==> src/shared/iwdt_pkg.sv <==
// iwdt_pkg: constants and types of the indexed-port watchdog
// assumes one 250 MHz clock and a host io strobe already in that domain
package iwdt_pkg;

  // -------------------------------------------------------------
  // host io ports and configuration keys
  // -------------------------------------------------------------
  localparam logic [15:0] IWDT_INDEX_PORT = 16'h002E; // register select
  localparam logic [15:0] IWDT_DATA_PORT  = 16'h002F; // register data
  localparam logic [7:0]  IWDT_KEY_UNLOCK = 8'h87;    // written twice
  localparam logic [7:0]  IWDT_KEY_LOCK   = 8'hAA;    // ends session

  // -------------------------------------------------------------
  // register indexes and values
  // -------------------------------------------------------------
  localparam logic [7:0] IWDT_IDX_DEV_SELECT = 8'h07; // logical_device_select
  localparam logic [7:0] IWDT_IDX_ACTIVATE   = 8'h30; // function_activate
  localparam logic [7:0] IWDT_IDX_UNIT       = 8'hF5; // count_unit_config
  localparam logic [7:0] IWDT_IDX_COUNT      = 8'hF6; // timeout_count
  localparam logic [7:0] IWDT_IDX_CTRL       = 8'hF7; // control_and_status
  localparam logic [7:0] IWDT_DEV_WDT        = 8'h08; // watchdog bank
  localparam logic [7:0] IWDT_ZERO8          = 8'h00; // reset / stopped
  localparam logic [7:0] IWDT_ONE8           = 8'h01; // last unit
  localparam logic [7:0] IWDT_READ_IDLE      = 8'hFF; // floating bus read

  // -------------------------------------------------------------
  // field positions
  // -------------------------------------------------------------
  localparam int IWDT_ACT_BIT   = 0; // function enable
  localparam int IWDT_UNIT_BIT  = 3; // 1 = minutes
  localparam int IWDT_STAT_BIT  = 4; // timed out
  localparam int IWDT_FORCE_BIT = 5; // force timeout, self clearing
  localparam int IWDT_KBD_BIT   = 6; // keyboard restarts
  localparam int IWDT_MOUSE_BIT = 7; // mouse restarts

  // -------------------------------------------------------------
  // timing
  // -------------------------------------------------------------
  localparam int unsigned IWDT_CLK_HZ     = 250_000_000; // clk rate
  localparam int unsigned IWDT_UNIT_SEC_S = 1;           // base unit, s
  localparam int unsigned IWDT_SEC_CYC    = IWDT_CLK_HZ * IWDT_UNIT_SEC_S;
  localparam int          IWDT_DIV_W      = 28;          // holds SEC_CYC
  localparam logic [5:0]  IWDT_SEC_PER_MIN = 6'h3C;      // 60 s
  localparam logic [1:0]  IWDT_STRAP_WAIT  = 2'h2;       // sync fill

  // -------------------------------------------------------------
  // types
  // -------------------------------------------------------------
  typedef enum logic [2:0] {
    IWDT_LOCKED   = 3'b001,
    IWDT_KEY_ONE  = 3'b010,
    IWDT_UNLOCKED = 3'b100
  } iwdt_cfg_t;

  typedef struct packed {
    logic [15:0] addr;  // io address
    logic        wr;    // one-cycle write strobe
    logic        rd;    // one-cycle read strobe
    logic [7:0]  wdata; // write data
  } iwdt_io_req_t;

  typedef struct packed {
    logic [IWDT_DIV_W-1:0] div;  // cycles within a second
    logic [5:0]            secs; // seconds within a minute
    logic                  tick; // one unit elapsed
  } iwdt_tick_st_t;

endpackage

==> src/iwdt_unit_tick.sv <==
// iwdt_unit_tick: one-cycle pulse per second or per minute
// assumes clk at IWDT_CLK_HZ; run and restart come from the same clock
`timescale 1ns/1ns
module iwdt_unit_tick #(
  parameter int unsigned CYC_PER_SEC = iwdt_pkg::IWDT_SEC_CYC
) (
  // clock and reset
  input  wire logic clk,
  input  wire logic reset,
  input  wire logic ce,
  // control
  input  wire logic run,      // count while high
  input  wire logic restart,  // clear the prescaler
  input  wire logic unit_min, // minutes instead of seconds
  // result
  output logic      tick      // one unit elapsed
);
  import iwdt_pkg::*;

  iwdt_tick_st_t r_reg; // all state
  iwdt_tick_st_t r_next; // next state

  // -------------------------------------------------------------
  // prescaler
  // -------------------------------------------------------------
  // restart clears the partial unit so a reload gets its full time
  always_comb begin
    r_next      = r_reg;
    r_next.tick = 1'b0;
    if (restart || !run) begin
      r_next.div  = '0;
      r_next.secs = '0;
    end else if (r_reg.div == IWDT_DIV_W'(CYC_PER_SEC - 1)) begin
      r_next.div = '0;
      if (!unit_min) begin
        r_next.tick = 1'b1;
      end else if (r_reg.secs == IWDT_SEC_PER_MIN - 6'h01) begin
        r_next.secs = '0;
        r_next.tick = 1'b1;
      end else begin
        r_next.secs = r_reg.secs + 6'h01;
      end
    end else begin
      r_next.div = r_reg.div + IWDT_DIV_W'(1);
    end
  end

  // state register, frozen while ce is low
  always_ff @(posedge clk or posedge reset) begin
    if (reset) begin
      r_reg <= '0;
    end else if (ce) begin
      r_reg <= r_next;
    end
  end

  assign tick = r_reg.tick;

endmodule // iwdt_unit_tick

==> src/iwdt_top.sv <==
// iwdt_top: watchdog reached through an index/data io port pair
// assumes the host io strobes are synchronous one-cycle pulses on clk;
// keyboard, mouse and strap pins are asynchronous and synchronised here
`timescale 1ns/1ns

module iwdt_top #(
  parameter int unsigned CYC_PER_SEC = iwdt_pkg::IWDT_SEC_CYC
) (
  // clock and reset
  input  wire logic                   clk,
  input  wire logic                   reset,
  input  wire logic                   ce,
  // host io port
  input  wire iwdt_pkg::iwdt_io_req_t io_req,
  output logic [7:0]                  io_rdata,
  output logic                        io_rvalid,
  // activity and strap pins
  input  wire logic                   kbd_activity,
  input  wire logic                   mouse_activity,
  input  wire logic                   expiry_action_strap,
  // expiry outputs
  output logic                        timeout_irq_n,
  output logic                        timeout_reset
);
  import iwdt_pkg::*;

  // -------------------------------------------------------------
  // state
  // -------------------------------------------------------------
  typedef struct packed {
    iwdt_cfg_t  cfg;        // lock sequence
    logic [7:0] index;      // selected register
    logic [7:0] dev_sel;    // logical device
    logic       active;     // function enabled
    logic       unit_min;   // minutes unit
    logic [7:0] count_set;  // programmed count
    logic [7:0] counter;    // remaining units
    logic       kbd_en;     // keyboard restarts
    logic       mouse_en;   // mouse restarts
    logic       timed_out;  // sticky expiry
    logic [2:0] kbd_s;      // sync + edge delay
    logic [2:0] mouse_s;    // sync + edge delay
    logic [1:0] strap_s;    // strap sync
    logic [1:0] strap_wait; // cycles since release
    logic       strap_done; // strap captured
    logic       strap_irq;  // 1 = interrupt form
    logic [7:0] rdata;      // read answer
    logic       rvalid;     // read answer pulse
    logic       irq_n;      // interrupt pin
    logic       rst_out;    // reset pin
  } iwdt_state_t;

  iwdt_state_t r_reg;  // registered state
  iwdt_state_t r_next; // next state

  logic unit_tick; // one unit elapsed
  logic restart;   // reload request this cycle
  logic run;       // counter running

  // -------------------------------------------------------------
  // decode helpers
  // -------------------------------------------------------------
  // watchdog bank is visible only with the right device selected
  function automatic logic wdt_bank(input logic [7:0] dev);
    return dev == IWDT_DEV_WDT;
  endfunction

  // register read mux; the write-only force field reads back as zero
  function automatic logic [7:0] reg_read(input iwdt_state_t s);
    logic [7:0] v;
    v = IWDT_ZERO8;
    if (s.index == IWDT_IDX_DEV_SELECT) begin
      v = s.dev_sel;
    end else if (wdt_bank(s.dev_sel)) begin
      unique case (s.index)
        IWDT_IDX_ACTIVATE: begin
          v[IWDT_ACT_BIT] = s.active;
        end
        IWDT_IDX_UNIT: begin
          v[IWDT_UNIT_BIT] = s.unit_min;
        end
        IWDT_IDX_COUNT: begin
          v = s.count_set;
        end
        IWDT_IDX_CTRL: begin
          // force bit always reads zero
          v[IWDT_MOUSE_BIT] = s.mouse_en;
          v[IWDT_KBD_BIT]   = s.kbd_en;
          v[IWDT_STAT_BIT]  = s.timed_out;
        end
        default: begin
          v = IWDT_ZERO8; // unmapped index
        end
      endcase
    end
    return v;
  endfunction

  // -------------------------------------------------------------
  // unit prescaler
  // -------------------------------------------------------------
  // stops while disabled, at count zero or once expired
  assign run = r_reg.active && (r_reg.count_set != IWDT_ZERO8)
               && !r_reg.timed_out;

  iwdt_unit_tick #(
    .CYC_PER_SEC (CYC_PER_SEC)
  ) u_tick (
    .clk      (clk),
    .reset    (reset),
    .ce       (ce),
    .run      (run),
    .restart  (restart),
    .unit_min (r_reg.unit_min),
    .tick     (unit_tick)
  );

  // -------------------------------------------------------------
  // next-state logic
  // -------------------------------------------------------------
  always_comb begin
    logic idx_wr;   // write to index port
    logic dat_wr;   // write to data port
    logic idx_rd;   // read of index port
    logic dat_rd;   // read of data port
    logic open_cfg; // configuration unlocked
    logic kbd_evt;  // keyboard activity edge
    logic ms_evt;   // mouse activity edge
    logic force_to; // software forced timeout
    logic cnt_wr;   // count register written
    idx_wr   = 1'b0;
    dat_wr   = 1'b0;
    idx_rd   = 1'b0;
    dat_rd   = 1'b0;
    open_cfg = 1'b0;
    kbd_evt  = 1'b0;
    ms_evt   = 1'b0;
    force_to = 1'b0;
    cnt_wr   = 1'b0;
    restart  = 1'b0;
    r_next   = r_reg;

    // pin synchronisers, first stage feeds only the second
    r_next.kbd_s   = {r_reg.kbd_s[1:0], kbd_activity};
    r_next.mouse_s = {r_reg.mouse_s[1:0], mouse_activity};
    r_next.strap_s = {r_reg.strap_s[0], expiry_action_strap};
    kbd_evt = r_reg.kbd_s[1] && !r_reg.kbd_s[2];
    ms_evt  = r_reg.mouse_s[1] && !r_reg.mouse_s[2];

    // strap caught once the synchroniser has filled after reset
    if (!r_reg.strap_done) begin
      if (r_reg.strap_wait == IWDT_STRAP_WAIT) begin
        r_next.strap_irq  = r_reg.strap_s[1];
        r_next.strap_done = 1'b1;
      end else begin
        r_next.strap_wait = r_reg.strap_wait + 2'h1;
      end
    end

    // port decode
    idx_wr = io_req.wr && (io_req.addr == IWDT_INDEX_PORT);
    dat_wr = io_req.wr && (io_req.addr == IWDT_DATA_PORT);
    idx_rd = io_req.rd && (io_req.addr == IWDT_INDEX_PORT);
    dat_rd = io_req.rd && (io_req.addr == IWDT_DATA_PORT);
    open_cfg = (r_reg.cfg == IWDT_UNLOCKED);

    // lock sequence; a broken key pair starts over
    unique case (r_reg.cfg)
      IWDT_LOCKED: begin
        if (idx_wr && io_req.wdata == IWDT_KEY_UNLOCK) begin
          r_next.cfg = IWDT_KEY_ONE;
        end
      end
      IWDT_KEY_ONE: begin
        if (idx_wr && io_req.wdata == IWDT_KEY_UNLOCK) begin
          r_next.cfg = IWDT_UNLOCKED;
        end else if (idx_wr || dat_wr || dat_rd) begin
          r_next.cfg = IWDT_LOCKED;
        end
      end
      IWDT_UNLOCKED: begin
        if (idx_wr && io_req.wdata == IWDT_KEY_LOCK) begin
          r_next.cfg = IWDT_LOCKED;
        end else if (idx_wr) begin
          r_next.index = io_req.wdata;
        end
      end
      default: begin
        r_next.cfg = IWDT_LOCKED; // illegal code recovers locked
      end
    endcase

    // data writes act only while unlocked
    if (dat_wr && open_cfg) begin
      if (r_reg.index == IWDT_IDX_DEV_SELECT) begin
        r_next.dev_sel = io_req.wdata;
      end else if (wdt_bank(r_reg.dev_sel)) begin
        unique case (r_reg.index)
          IWDT_IDX_ACTIVATE: begin
            r_next.active = io_req.wdata[IWDT_ACT_BIT];
          end
          IWDT_IDX_UNIT: begin
            r_next.unit_min = io_req.wdata[IWDT_UNIT_BIT];
          end
          IWDT_IDX_COUNT: begin
            r_next.count_set = io_req.wdata;
            cnt_wr = 1'b1;
          end
          IWDT_IDX_CTRL: begin
            r_next.kbd_en   = io_req.wdata[IWDT_KBD_BIT];
            r_next.mouse_en = io_req.wdata[IWDT_MOUSE_BIT];
            force_to        = io_req.wdata[IWDT_FORCE_BIT];
          end
          default: begin
            r_next.index = r_reg.index; // unmapped, ignored
          end
        endcase
      end
    end

    // restart sources, each reloads from the programmed count
    restart = cnt_wr
              || (kbd_evt && r_reg.kbd_en)
              || (ms_evt && r_reg.mouse_en);
    if (restart) begin
      r_next.counter   = cnt_wr ? io_req.wdata : r_reg.count_set;
      r_next.timed_out = 1'b0;
    end else if (unit_tick && run) begin
      r_next.counter = r_reg.counter - IWDT_ONE8;
    end

    // expiry, placed after the clear so a set always wins
    if (unit_tick && run && r_reg.counter == IWDT_ONE8) begin
      r_next.timed_out = 1'b1;
    end
    if (force_to) begin
      r_next.timed_out = 1'b1;
    end

    // expiry routed by the strap; nothing leaves before capture
    r_next.irq_n = !(r_next.timed_out && r_next.strap_irq
                     && r_next.strap_done);
    r_next.rst_out = r_next.timed_out && !r_next.strap_irq
                     && r_next.strap_done;

    // read answer one cycle after the strobe
    r_next.rvalid = idx_rd || dat_rd;
    if ((idx_rd || dat_rd) && !open_cfg) begin
      r_next.rdata = IWDT_READ_IDLE;
    end else if (idx_rd) begin
      r_next.rdata = r_reg.index;
    end else if (dat_rd) begin
      r_next.rdata = reg_read(r_reg);
    end
  end

  // -------------------------------------------------------------
  // state register
  // -------------------------------------------------------------
  // reset leaves the watchdog disabled, counting seconds, stopped
  always_ff @(posedge clk or posedge reset) begin
    if (reset) begin
      r_reg            <= '0;
      r_reg.cfg        <= IWDT_LOCKED;
      r_reg.active     <= 1'b0;
      r_reg.unit_min   <= 1'b0;
      r_reg.count_set  <= IWDT_ZERO8;
      r_reg.kbd_en     <= 1'b0;
      r_reg.rdata      <= IWDT_READ_IDLE;
      r_reg.irq_n      <= 1'b1;
    end else if (ce) begin
      r_reg <= r_next;
    end
  end

  // -------------------------------------------------------------
  // outputs, all straight from flops
  // -------------------------------------------------------------
  assign io_rdata      = r_reg.rdata;
  assign io_rvalid     = r_reg.rvalid;
  assign timeout_irq_n = r_reg.irq_n;
  assign timeout_reset = r_reg.rst_out;

endmodule // iwdt_top

==> config.mk <==
export PLATFORM = sky130hd
export DESIGN_NAME = iwdt_top
export DESIGN_NICKNAME = d
export VERILOG_FILES = /design/src/shared/iwdt_pkg.sv /design/src/iwdt_unit_tick.sv /design/src/iwdt_top.sv
export SDC_FILE = /design/constraint.sdc
export NUM_CORES = 1
export LEC_CHECK = 0
export ABC_AREA = 1
export BUFFER_PORTS_ARGS = -buffer_cell sky130_fd_sc_hd__buf_2
export CAP_MARGIN = 10
export CORE_MARGIN = 2
export CORE_UTILIZATION = 52
export DETAILED_ROUTE_END_ITERATION = 10
export PLACE_DENSITY_LB_ADDON = 0.3
export SYNTH_ARGS = -nofsm -noshare
export SYNTH_HDL_FRONTEND = slang
export SYNTH_SLANG_ARGS = --single-unit
==> constraint.sdc <==
create_clock -name clk -period 2.85 [get_ports clk]
set_input_delay 0.57 -clock clk [delete_from_list [all_inputs] [get_ports clk]]
set_output_delay 0.57 -clock clk [all_outputs]
set_load 0.01 [all_outputs]
==> metrics.cfg, run 1 <==
[status]
status=finished clean

[timing]
period_minus_slack_ns=1.986
clock_skew_ns=0.006468
maxSlewViolCount=0
hold_viol_final=0
hold_slack_ns=0.2685
setup_viol=0
fin_ws_ns=0.8639
tns_ns=0
slew-limit-headroom_pct=58.16
layout_worst_path_cycle_share_pct=69.69
worst_pin_slew_ns=0.6263
rsz0062_at_grt=false
fmax_mhz=503.5

[detailed_routing]
via_per_inst=5.350
vias=5200
first_pass_iters=5
wl_um=13270
drt_iter0_markers=320
ant_nets=0
route.detailed.drc=0
wl_per_cell_um=13.65

[grt]
grt_pass1_vias=5005
track_usage_pct=23.92
grt_overflow=0
grt_pass1_wl_um=22740
antenna_found_initial=0
grt_max_degree=72

[synthesis]
synth_edf_count=0
synth_top_area_cell=dfrtp_1
synth_mux_area_share_pct=0
synth_cell_types=48
synth.most_common_cell=nand2_1
synth_top_family_by_area=simple AND/OR/NAND/NOR gates
synth_fa_ha_area_share_pct=1.073
synth_seq_cells=98
synth_async_sr_flop_share_pct=100.0
synth_xor_area_share_pct=3.453
synthSimpleGateAreaFrac_pct=38.03
syn_area_mm2=0.005833
yosys_most_used_dff=dfrtp_1
ys_top_cells_by_area=dfrtp_1, nand2_1, nor2_1
synth_common_cells=nand2_1, nor2_1, dfrtp_1, inv_1, nand3_1
synth_compound_area_share_pct=6.585
yosysSeqAreaShare_pct=42.26
synth_top_area_share_pct=37.75
synth_nets=828
syn_area_per_cell_um2=7.374
synth_warnings=0
syn_inst=791

[worst_setup_path]
crit_buf_inv=1
cp.arrival_ns=2.25
critPathMaxFanout=6
cp-end-kind=register
cp.required_ns=3.11
max_stage_delay_ns=0.40
critPathTopFamily=simple AND/OR/NAND/NOR gates
path_cells=ha_1 -> inv_1 -> nor2_2 -> nand4_1 -> nor2_1 -> nand2_1 -> nand4_4 -> nand3_1 -> nand2_1 -> nand2_1
worstSetupPathType=register to register
cp-start-kind=register
crit_path_top_delay_cell=dfrtp_1
crit_path_frequent_cell=nand2_1

[cts]
post_cts_buffers=0
cts_sinks=98
insertion_delay_ns=0.37
root_buffer=clkbuf_8
cts_htree_levels=3
cts_tree=built
ctsResizeCount=0
clk_pin_slew_ns=0.09
ctsHoldBuffers=0
cts-buffers-inserted=9
clockBufferDepth=2

[floorplan]
die_area_mm2=0.01208
coreArea_mm2=0.01089
num_rows=38
die-height_um=109.9
start_util_pct=53.57
die_w_um=109.9
num_io_pins=43

[cells_and_area]
fin_cells=972
nNetsFinal=864
drive_above_1_share_pct=14.06
fin_area_mm2=0.006300
largest_register_ffs=47
antenna_cells=0
final_util_pct=57.86
syn2layout_area_growth_pct=8.001

[power]
power_mw=2.574
p_per_area_mw_per_mm2=408.7
max-vdd-ir-drop_v=0.0003200
p_leak_nw=2.997

[placement]
placed_area_mm2=0.006117
dp.cells=956
dp_hpwl_um=9987
gp_congestion=0.8833
place_ws_ns=0.6606
port_buffers=42

[flow_run]
maxCapViolations=0

[worst_hold_path]
hold_path.class=input port to asynchronous set/reset pin

-- layout make-up --
cell class | instances | area [um^2]
Timing Repair Buffer | 47 | 260.3
Clock inverter | 2 | 10.01
Multi-Input combinational cell | 580 | 2867
Tap cell | 140 | 175.2
Inverter | 91 | 350.3
Sequential cell | 98 | 2465
Clock buffer | 14 | 172.7
Fill cell | 1036 | 4588
-- cell families after synthesis --
kind of cell               count (synthesis)
and+or+nand+nor                          482
AOI/OAI and AO/OA                         70
DFF                                       98
adders and majority gates                  5
buffers and inverters                    113
xor gates and xnor gates                  23
-- report_power, final --
group	switching, mW	internal (mW)	total, mW
sequential	0.0304	1.44	1.47
combinational	0.166	0.0810	0.247
clock	0.474	0.388	0.862
total	0.670	1.90	2.57
-- routing by layer --
layer	global-route usage (%)	share of wire, %
met1	31.43	47
met5	0	0
met3	3.379	3.9
met2	39.40	46
met4	10.22	2.1
-- path summary, 6_finish.rpt --
path	from	end	slack, ns	cells after the start
worst max-delay path	u_tick.r_reg[7]$_DFFE_PP0P_	u_tick.r_reg[5]$_DFFE_PP0P_	0.86	10
worst min-delay path	reset	r_reg[14]$_DFFE_PP0P_	0.27	2
worst max register to register	u_tick.r_reg[7]$_DFFE_PP0P_	u_tick.r_reg[5]$_DFFE_PP0P_	0.86	10
worst min register to register	io_rdata[3]$_DFFE_PP1P_	io_rdata[3]$_DFFE_PP1P_	0.48	2
max in group asynchronous	reset	r_reg[60]$_DFFE_PP1P_	1.79	3
min in group clk	expiry_action_strap	r_next[16]$_DFFE_PP0P_	0.40	3
-- layout by cell type (no fill, tap or decap), drive strengths merged, types with 14 or more instances in the layout --
| cell type | n |
|---|---|
| buf | 47 |
| clkbuf | 14 |
| dfrtp | 88 |
| inv | 89 |
| nand2 | 253 |
| nand3 | 62 |
| nand4 | 22 |
| nor2 | 110 |
| nor3 | 23 |
| o21ai | 48 |
| xor2 | 15 |
No activity file was read; power rests on OpenSTA's default activity.
==> run 2, diff against run 1 <==
--- a/config.mk
+++ b/config.mk
@@ -5,7 +5,7 @@
 export SDC_FILE = /design/constraint.sdc
 export NUM_CORES = 1
 export LEC_CHECK = 0
-export ABC_AREA = 1
+export ABC_AREA = 0
 export BUFFER_PORTS_ARGS = -buffer_cell sky130_fd_sc_hd__buf_2
 export CAP_MARGIN = 10
 export CORE_MARGIN = 2
==> constraint.sdc (replaced) <==
create_clock -name clk -period 1.7 [get_ports clk]
set_input_delay 0.34 -clock clk [delete_from_list [all_inputs] [get_ports clk]]
set_output_delay 0.34 -clock clk [all_outputs]
set_load 0.01 [all_outputs]
==> run 2 against run 1 <==
Compared with the run above: the run now ends with setup timing left; synthesized cell count fell by 36%; cell area is 22% higher; combinational power rose by 51%; critical path type unchanged.
==> metrics.cfg, run 2 <==
[worst_setup_path]
cp-start-kind=register  ; unchanged
cp.required_ns=1.99  ; was 3.11 ns
rr_endpoint=u_tick.r_reg[4]$_DFFE_PP0P_  ; was u_tick.r_reg[5]$_DFFE_PP0P_
reg2regPathDepth=8  ; was 10
worstSetupPathType=register to register  ; unchanged
cp-end-kind=register  ; unchanged
critPathMaxFanout=5  ; was 6
r2r_start=u_tick.r_reg[7]$_DFFE_PP0P_  ; unchanged
cp.arrival_ns=2.66  ; was 2.25 ns
timing.reg2reg.setup_slack_ns=-0.67  ; was 0.86 ns

[detailed_routing]
drt_iter0_markers=329  ; was 320
ant_nets=0  ; unchanged
first_pass_iters=5  ; unchanged
wl_per_cell_um=20.28  ; was 13.65 um
route.detailed.drc=0  ; unchanged
wl_um=17190  ; was 13270 um
vias=5093  ; was 5200
via_per_inst=6.006  ; was 5.350

[synthesis]
synth_async_sr_flop_share_pct=100.0  ; unchanged
synth_top_area_cell=dfrtp_1  ; unchanged
syn_inst=509  ; was 791
synth_mux_area_share_pct=10.22  ; was 0%
synth_nets=546  ; was 828
synth_top_family_by_area=simple AND/OR/NAND/NOR gates  ; unchanged
synth.most_common_cell=dfrtp_1  ; was nand2_1
ys_top_cells_by_area=dfrtp_1, mux2_2, dfstp_2  ; was dfrtp_1, nand2_1, nor2_1
yosysSeqAreaShare_pct=46.83  ; was 42.26%
synth_compound_area_share_pct=12.38  ; was 6.585%
synth_edf_count=0  ; unchanged
syn_area_per_cell_um2=10.34  ; was 7.374 um^2
synth_warnings=0  ; unchanged
synth_top_area_share_pct=41.84  ; was 37.75%
synth_fa_ha_area_share_pct=1.188  ; was 1.073%
synth_seq_cells=98  ; unchanged
synth_cell_types=68  ; was 48
synth_common_cells=dfrtp_1, nor2_1, nand2_1, mux2_2, nand3_1  ; was nand2_1, nor2_1, dfrtp_1, inv_1, nand3_1
synthSimpleGateAreaFrac_pct=21.82  ; was 38.03%
syn_area_mm2=0.005264  ; was 0.005833 mm^2
synth_xor_area_share_pct=3.661  ; was 3.453%
yosys_most_used_dff=dfrtp_1  ; unchanged

[worst_hold_path]
hold_path.class=input port to register  ; was input port to asynchronous set/reset pin
hp-start=kbd_activity
hold_end=r_next[21]$_DFFE_PP0P_
min_path_cells=2

[grt]
grt_pass1_vias=5164  ; was 5005
grt_pass1_wl_um=25790  ; was 22740 um
grt_overflow=0  ; unchanged
track_usage_pct=29.69  ; was 23.92%
grt_max_degree=45  ; was 72
antenna_found_initial=0  ; unchanged

[power]
p_sw_mw=1.179  ; was 0.6700 mW
p_int_mw=3.257  ; was 1.904 mW
power_mw=4.436  ; was 2.574 mW
clkPwrFrac_pct=36.9  ; was 33.5%
p_leak_nw=3.544  ; was 2.997 nW
p_comb_share_pct=8.4  ; was 9.6%
max-vdd-ir-drop_v=0.0007535  ; was 0.0003200 V
p_per_area_mw_per_mm2=577.3  ; was 408.7 mW/mm^2
pwr-share-seq_pct=54.7  ; was 56.9%
swShare_pct=26.57  ; was 26.02%

[timing]
layout_worst_path_cycle_share_pct=139.4  ; was 69.69%
worst_pin_slew_ns=0.5033  ; was 0.6263 ns
setup_viol=82  ; was 0
fmax_mhz=421.9  ; was 503.5 MHz
rsz0062_at_grt=true  ; was false
slew-limit-headroom_pct=66.37  ; was 58.16%
clock_skew_ns=0.01295  ; was 0.006468 ns
period_minus_slack_ns=2.370  ; was 1.986 ns
hold_viol_final=0  ; unchanged
fin_ws_ns=-0.6702  ; was 0.8639 ns
hold_slack_ns=0.1841  ; was 0.2685 ns
tns_ns=-35.19  ; was 0 ns
maxSlewViolCount=0  ; unchanged

[cells_and_area]
largest_register_ffs=47  ; unchanged
antenna_cells=0  ; unchanged
layout_commonest_cell=buf_4  ; was nand2_1
final_cell_mix=buf_4, dfrtp_1, nor2_1  ; was nand2_1, nor2_1, dfrtp_1
nNetsFinal=747  ; was 864
syn2layout_area_growth_pct=45.99  ; was 8.001%
drive_above_1_share_pct=48.81  ; was 14.06%

[floorplan]
coreArea_mm2=0.009819  ; was 0.01089 mm^2
start_util_pct=53.61  ; was 53.57%
num_rows=36  ; was 38
die_w_um=104.6  ; was 109.9 um
die_area_mm2=0.01094  ; was 0.01208 mm^2
num_io_pins=43  ; unchanged
die-height_um=104.6  ; was 109.9 um

[status]
status=complete, but fails checks  ; was finished clean
violations=setup timing

[cts]
cts_sinks=98  ; unchanged
cts_tree=built  ; unchanged
root_buffer=clkbuf_8  ; unchanged
clk_pin_slew_ns=0.10  ; was 0.09 ns
cts-buffers-inserted=9  ; unchanged
insertion_delay_ns=0.39  ; was 0.37 ns
cts_htree_levels=3  ; unchanged
clockBufferDepth=2  ; unchanged

[placement]
dp_hpwl_um=11040  ; was 9987 um
gp_congestion=0.9708  ; was 0.8833
port_buffers=42  ; unchanged
place_ws_ns=-0.6310  ; was 0.6606 ns

[flow_run]
maxCapViolations=0  ; unchanged

-- run 2: cell types whose count changed in the layout (fill, tap and decap cells not counted), sizes merged, moves of 7 or more --
cell / delta
nand3: -44
nor4: +11
buf: +167
nor3: -12
nand4: -7
mux2: +38
nor2: -62
nand2: -213
mux2i: +8
and3: +10
o21ai: -21
nand2b: +7
inv: -72
-- run 2: per-layer routing --
layer | vias to the layer above | global-route usage (%) | wire length (um)
li1 | 2275 | - | -
met1 | 2534 | 36.40 | 6593
met2 | 211 | 51.91 | 8826
met3 | 73 | 5.427 | 1005
met4 | 0 | 11.71 | 768
met5 | - | 0 | 0
-- run 2: repair_timing --
| item | CTS | global route |
|---|---|---|
| pin swaps | 25 | 33 |
| resized for setup | 57 | 54 |
| hold buffers | 1 | 0 |
| endpoints found under the setup margin | 82 | 85 |
| gates cloned | 2 | 0 |
| hold endpoints to repair | 10 | 0 |
| setup buffers | 11 | 14 |
-- run 2: worst max-delay path by stage --
stage,from,slack (ns),cells after the start,endpoint
final,u_tick.r_reg[7]$_DFFE_PP0P_,-0.67,8,u_tick.r_reg[4]$_DFFE_PP0P_
after global placement,r_reg[27]$_DFFE_PP0P_,-0.56,9,timeout_irq_n$_DFFE_PP1P_
after CTS,u_tick.r_reg[23]$_DFFE_PP0P_,-0.59,7,u_tick.r_reg[4]$_DFFE_PP0P_
after detailed placement,u_tick.r_reg[23]$_DFFE_PP0P_,-0.63,6,u_tick.r_reg[4]$_DFFE_PP0P_
after floorplan,r_reg[48]$_DFFE_PP0P_,-0.42,7,r_reg[34]$_DFFE_PP0P_
after global routing,u_tick.r_reg[7]$_DFFE_PP0P_,-0.75,8,u_tick.r_reg[4]$_DFFE_PP0P_
-- run 2: layout make-up --
cell class | instances | area, um^2
multi-input cells | 371 | 3110
flip-flops and latches | 98 | 2465
fillers | 616 | 2135
repair buffers | 215 | 1674
well taps | 133 | 166.4
clock buffers | 9 | 123.9
clock inverters | 7 | 85.08
inverters | 15 | 60.06
-- run 2: worst max-delay path: stages (launching register included) --
cell and delay, ns:
dfrtp_1 0.38, ha_2 0.20, and3_4 0.21, nand4_4 0.09, or4_4 0.59, nor4_4 0.28
buf_4 0.18, a41oi_2 0.13, a31oi_1 0.21
-- run 2: per-stage QoR --
stage          utilization, %  instances  area [um^2]
6_report                78.26        848         7685
5_1_grt                 78.26        848         7685
4_1_cts                 74.62        838         7327
3_5_place_dp            68.53        808         6729
3_3_place_gp            68.53        808         6729
2_1_floorplan               -        509         5389
-- run 2: logic make-up (layout without fill, tap and decap cells) --
logic type,after synthesis,count (layout)
XOR/XNOR,22,22
multiplexers,46,46
AO/OA/AOI/OAI,95,95
adder cells (fa/ha/maj),5,5
AND/OR/NAND/NOR,203,203
buffers and inverters,40,246
flip-flops,98,98
-- run 2: power by group through the flow --
stage          Sequential (mW)  Clock [mW]  Combinational (mW)
2_1_floorplan             2.46           0               0.191
5_1_grt                   2.43        1.74               0.417
4_1_cts                   2.42        1.62               0.357
3_3_place_gp              2.46           0               0.335
6_report                  2.43        1.64               0.374
3_5_place_dp              2.47           0               0.350
==> run 3, diff against run 2 <==
==> constraint.sdc (replaced) <==
create_clock -name clk -period 2.85 [get_ports clk]
set_input_delay 0.57 -clock clk [delete_from_list [all_inputs] [get_ports clk]]
set_output_delay 0.57 -clock clk [all_outputs]
set_load 0.01 [all_outputs]
==> run 3 against run 2 <==
Compared with the run above: the run now ends clean; total power decreased by 41%; first-iteration DRC count increased by 2.7%; combinational power decreased by 54%; final cell count decreased by 18%; clock skew increased by 0.0036 ns.
==> metrics.cfg, run 3 (same netlist as run 2, synthesis figures left out) <==
[worst_setup_path]
timing.reg2reg.setup_slack_ns=0.31  ; was -0.67 ns
cp-start-kind=register  ; unchanged
critPathTopFamily=simple AND/OR/NAND/NOR gates  ; unchanged
worstSetupPathType=register to register  ; unchanged
path_cells=or4_1 -> nor3_2 -> and4b_1 -> buf_12 -> nand2_4 -> mux2_4  ; was ha_2 -> and3_4 -> nand4_4 -> or4_4 -> nor4_4 -> buf_4 -> a41oi_2 -> a31oi_1
crit_buf_inv=1  ; unchanged
cp.required_ns=3.10  ; was 1.99 ns
cp-startpoint=r_reg[48]$_DFFE_PP0P_  ; was u_tick.r_reg[7]$_DFFE_PP0P_
crit_path_top_delay_cell=or4_1  ; was or4_4
cp-end-kind=register  ; unchanged
max_stage_delay_ns=0.61  ; was 0.59 ns
critPathMaxFanout=14  ; was 5
r2r_start=r_reg[48]$_DFFE_PP0P_  ; was u_tick.r_reg[7]$_DFFE_PP0P_
cp.arrival_ns=2.79  ; was 2.66 ns

[timing]
maxSlewViolCount=0  ; unchanged
tns_ns=0  ; was -35.19 ns
hold_viol_final=0  ; unchanged
layout_worst_path_cycle_share_pct=89.18  ; was 139.4%
clock_skew_ns=0.01658  ; was 0.01295 ns
slew-limit-headroom_pct=62.31  ; was 66.37%
worst_pin_slew_ns=0.5642  ; was 0.5033 ns
period_minus_slack_ns=2.541  ; was 2.370 ns
rsz0062_at_grt=false  ; was true
setup_viol=0  ; was 82
fmax_mhz=393.5  ; was 421.9 MHz

[cts]
cts_sinks=98  ; unchanged
cts-buffers-inserted=9  ; unchanged
clockBufferDepth=2  ; unchanged
clk_pin_slew_ns=0.10  ; about the same
post_cts_buffers=0  ; was 11
cts_htree_levels=3  ; unchanged
root_buffer=clkbuf_8  ; unchanged
ctsHoldBuffers=0  ; was 1
ctsResizeCount=0  ; was 57
cts_tree=built  ; unchanged
insertion_delay_ns=0.37  ; was 0.39 ns

[grt]
grt_max_degree=47  ; was 45
antenna_found_initial=0  ; unchanged
track_usage_pct=22.75  ; was 29.69%
grt_overflow=0  ; unchanged
grt_pass1_wl_um=20210  ; was 25790 um
grt_pass1_vias=4018  ; was 5164

[power]
p_per_area_mw_per_mm2=444.3  ; was 577.3 mW/mm^2
pwr-share-seq_pct=55.4  ; was 54.7%
p_int_mw=1.994  ; was 3.257 mW
p_comb_share_pct=6.6  ; was 8.4%
swShare_pct=23.59  ; was 26.57%
clkPwrFrac_pct=38.0  ; was 36.9%
p_sw_mw=0.6155  ; was 1.179 mW
max-vdd-ir-drop_v=0.0003045  ; was 0.0007535 V
p_leak_nw=2.593  ; was 3.544 nW

[cells_and_area]
syn2layout_area_growth_pct=11.58  ; was 45.99%
layout_commonest_cell=dfrtp_1  ; was buf_4
largest_register_ffs=47  ; unchanged
seqCellArea_mm2=0.002465  ; unchanged
nFillCells=891  ; was 616
final_util_pct=59.81  ; was 78.26%
nNetsFinal=592  ; was 747
drive_above_1_share_pct=25.00  ; was 48.81%
antenna_cells=0  ; unchanged
multi_input_area_mm2=0.002594  ; was 0.003110 mm^2
final_cell_mix=dfrtp_1, nor2_1, buf_2  ; was buf_4, dfrtp_1, nor2_1

[detailed_routing]
vias=4082  ; was 5093
wl_per_cell_um=17.06  ; was 20.28 um
first_pass_iters=5  ; unchanged
ant_nets=0  ; unchanged
drt_iter0_markers=338  ; was 329
wl_um=11820  ; was 17190 um
via_per_inst=5.890  ; was 6.006
route.detailed.drc=0  ; unchanged

[floorplan]
die-height_um=104.6  ; unchanged
num_rows=36  ; unchanged
die_area_mm2=0.01094  ; unchanged
start_util_pct=53.61  ; unchanged
num_io_pins=43  ; unchanged
coreArea_mm2=0.009819  ; unchanged
die_w_um=104.6  ; unchanged

[placement]
gp_congestion=0.9114  ; was 0.9708
dp_hpwl_um=8543  ; was 11040 um
port_buffers=42  ; unchanged

[flow_run]
maxCapViolations=0  ; unchanged

[status]
status=finished clean  ; was complete, but fails checks

[worst_hold_path]
hold_path.class=input port to asynchronous set/reset pin  ; was input port to register

==> run 3: changes by cell type in the layout (fill, tap and decap cells not counted), sizes merged <==
| cell | previous run | this run |
|---|---|---|
| dlygate4sd3 | 1 | 0 |
| bufinv | 1 | 2 |
| clkinvlp | 3 | 2 |
| inv | 17 | 15 |
| buf | 214 | 60 |
| clkbuf | 9 | 10 |
| clkinv | 1 | 2 |
==> run 3: worst paths after layout <==
path                       cells after the start                   endpoint
setup / recovery                               6      r_reg[36]$_DFFE_PP0P_
hold / removal                                 2      r_reg[55]$_DFFE_PP0P_
setup reg to reg                               6      r_reg[36]$_DFFE_PP0P_
hold reg to reg                                1      io_rvalid$_DFFE_PP0P_
max in group asynchronous                      3  timeout_irq_n$_DFFE_PP1P_
min in group clk                               2     r_next[18]$_DFFE_PP0P_
==> run 3: through the flow <==
step	setup slack (ns)	area, um^2	hold WS, ns	instances	power (mW)
CTS	0.3443	5873	0.2610	693	2.636
global placement	0.2847	5655	0.4620	677	1.639
global route	0.2023	5873	0.2793	693	2.716
finish	0.3085	5873	0.2485	693	2.609
floorplan	0.5899	5268	0.4498	509	1.577
detailed placement	0.1722	5655	0.4667	677	1.648
==> run 3: metal layers <==
layer  up-vias  global-route usage [%]  wire length (um)
met3        12                   2.745               496
met1      2014                   31.19              5342
met5         -                       0                 0
met4         0                   7.429               136
met2        98                   37.82              5849
li1       1958                       -                 -
==> run 3: worst register-to-register path, stage by stage, from the launching register on <==
cell	delay (ns)
dfrtp_1	0.42
or4_1	0.61
nor3_2	0.27
and4b_1	0.47
buf_12	0.20
nand2_4	0.12
mux2_4	0.33
==> run 3: power by group through the flow <==
| stage | Combinational, mW | Clock (mW) | Sequential [mW] |
|---|---|---|---|
| after global routing | 0.195 | 1.07 | 1.45 |
| after CTS | 0.176 | 1.01 | 1.45 |
| after global placement | 0.169 | 0 | 1.47 |
| after detailed placement | 0.176 | 0 | 1.47 |
| final | 0.173 | 0.991 | 1.45 |
| after floorplan | 0.111 | 0 | 1.47 |
==> run 3: layout make-up <==
cell class	instances	area share [%]
Inverter	15	1.023
Clock inverter	6	1.534
Clock buffer	10	2.173
Tap cell	133	2.833
Multi-Input combinational cell	371	44.16
Timing Repair Buffer	60	6.306
Sequential cell	98	41.97
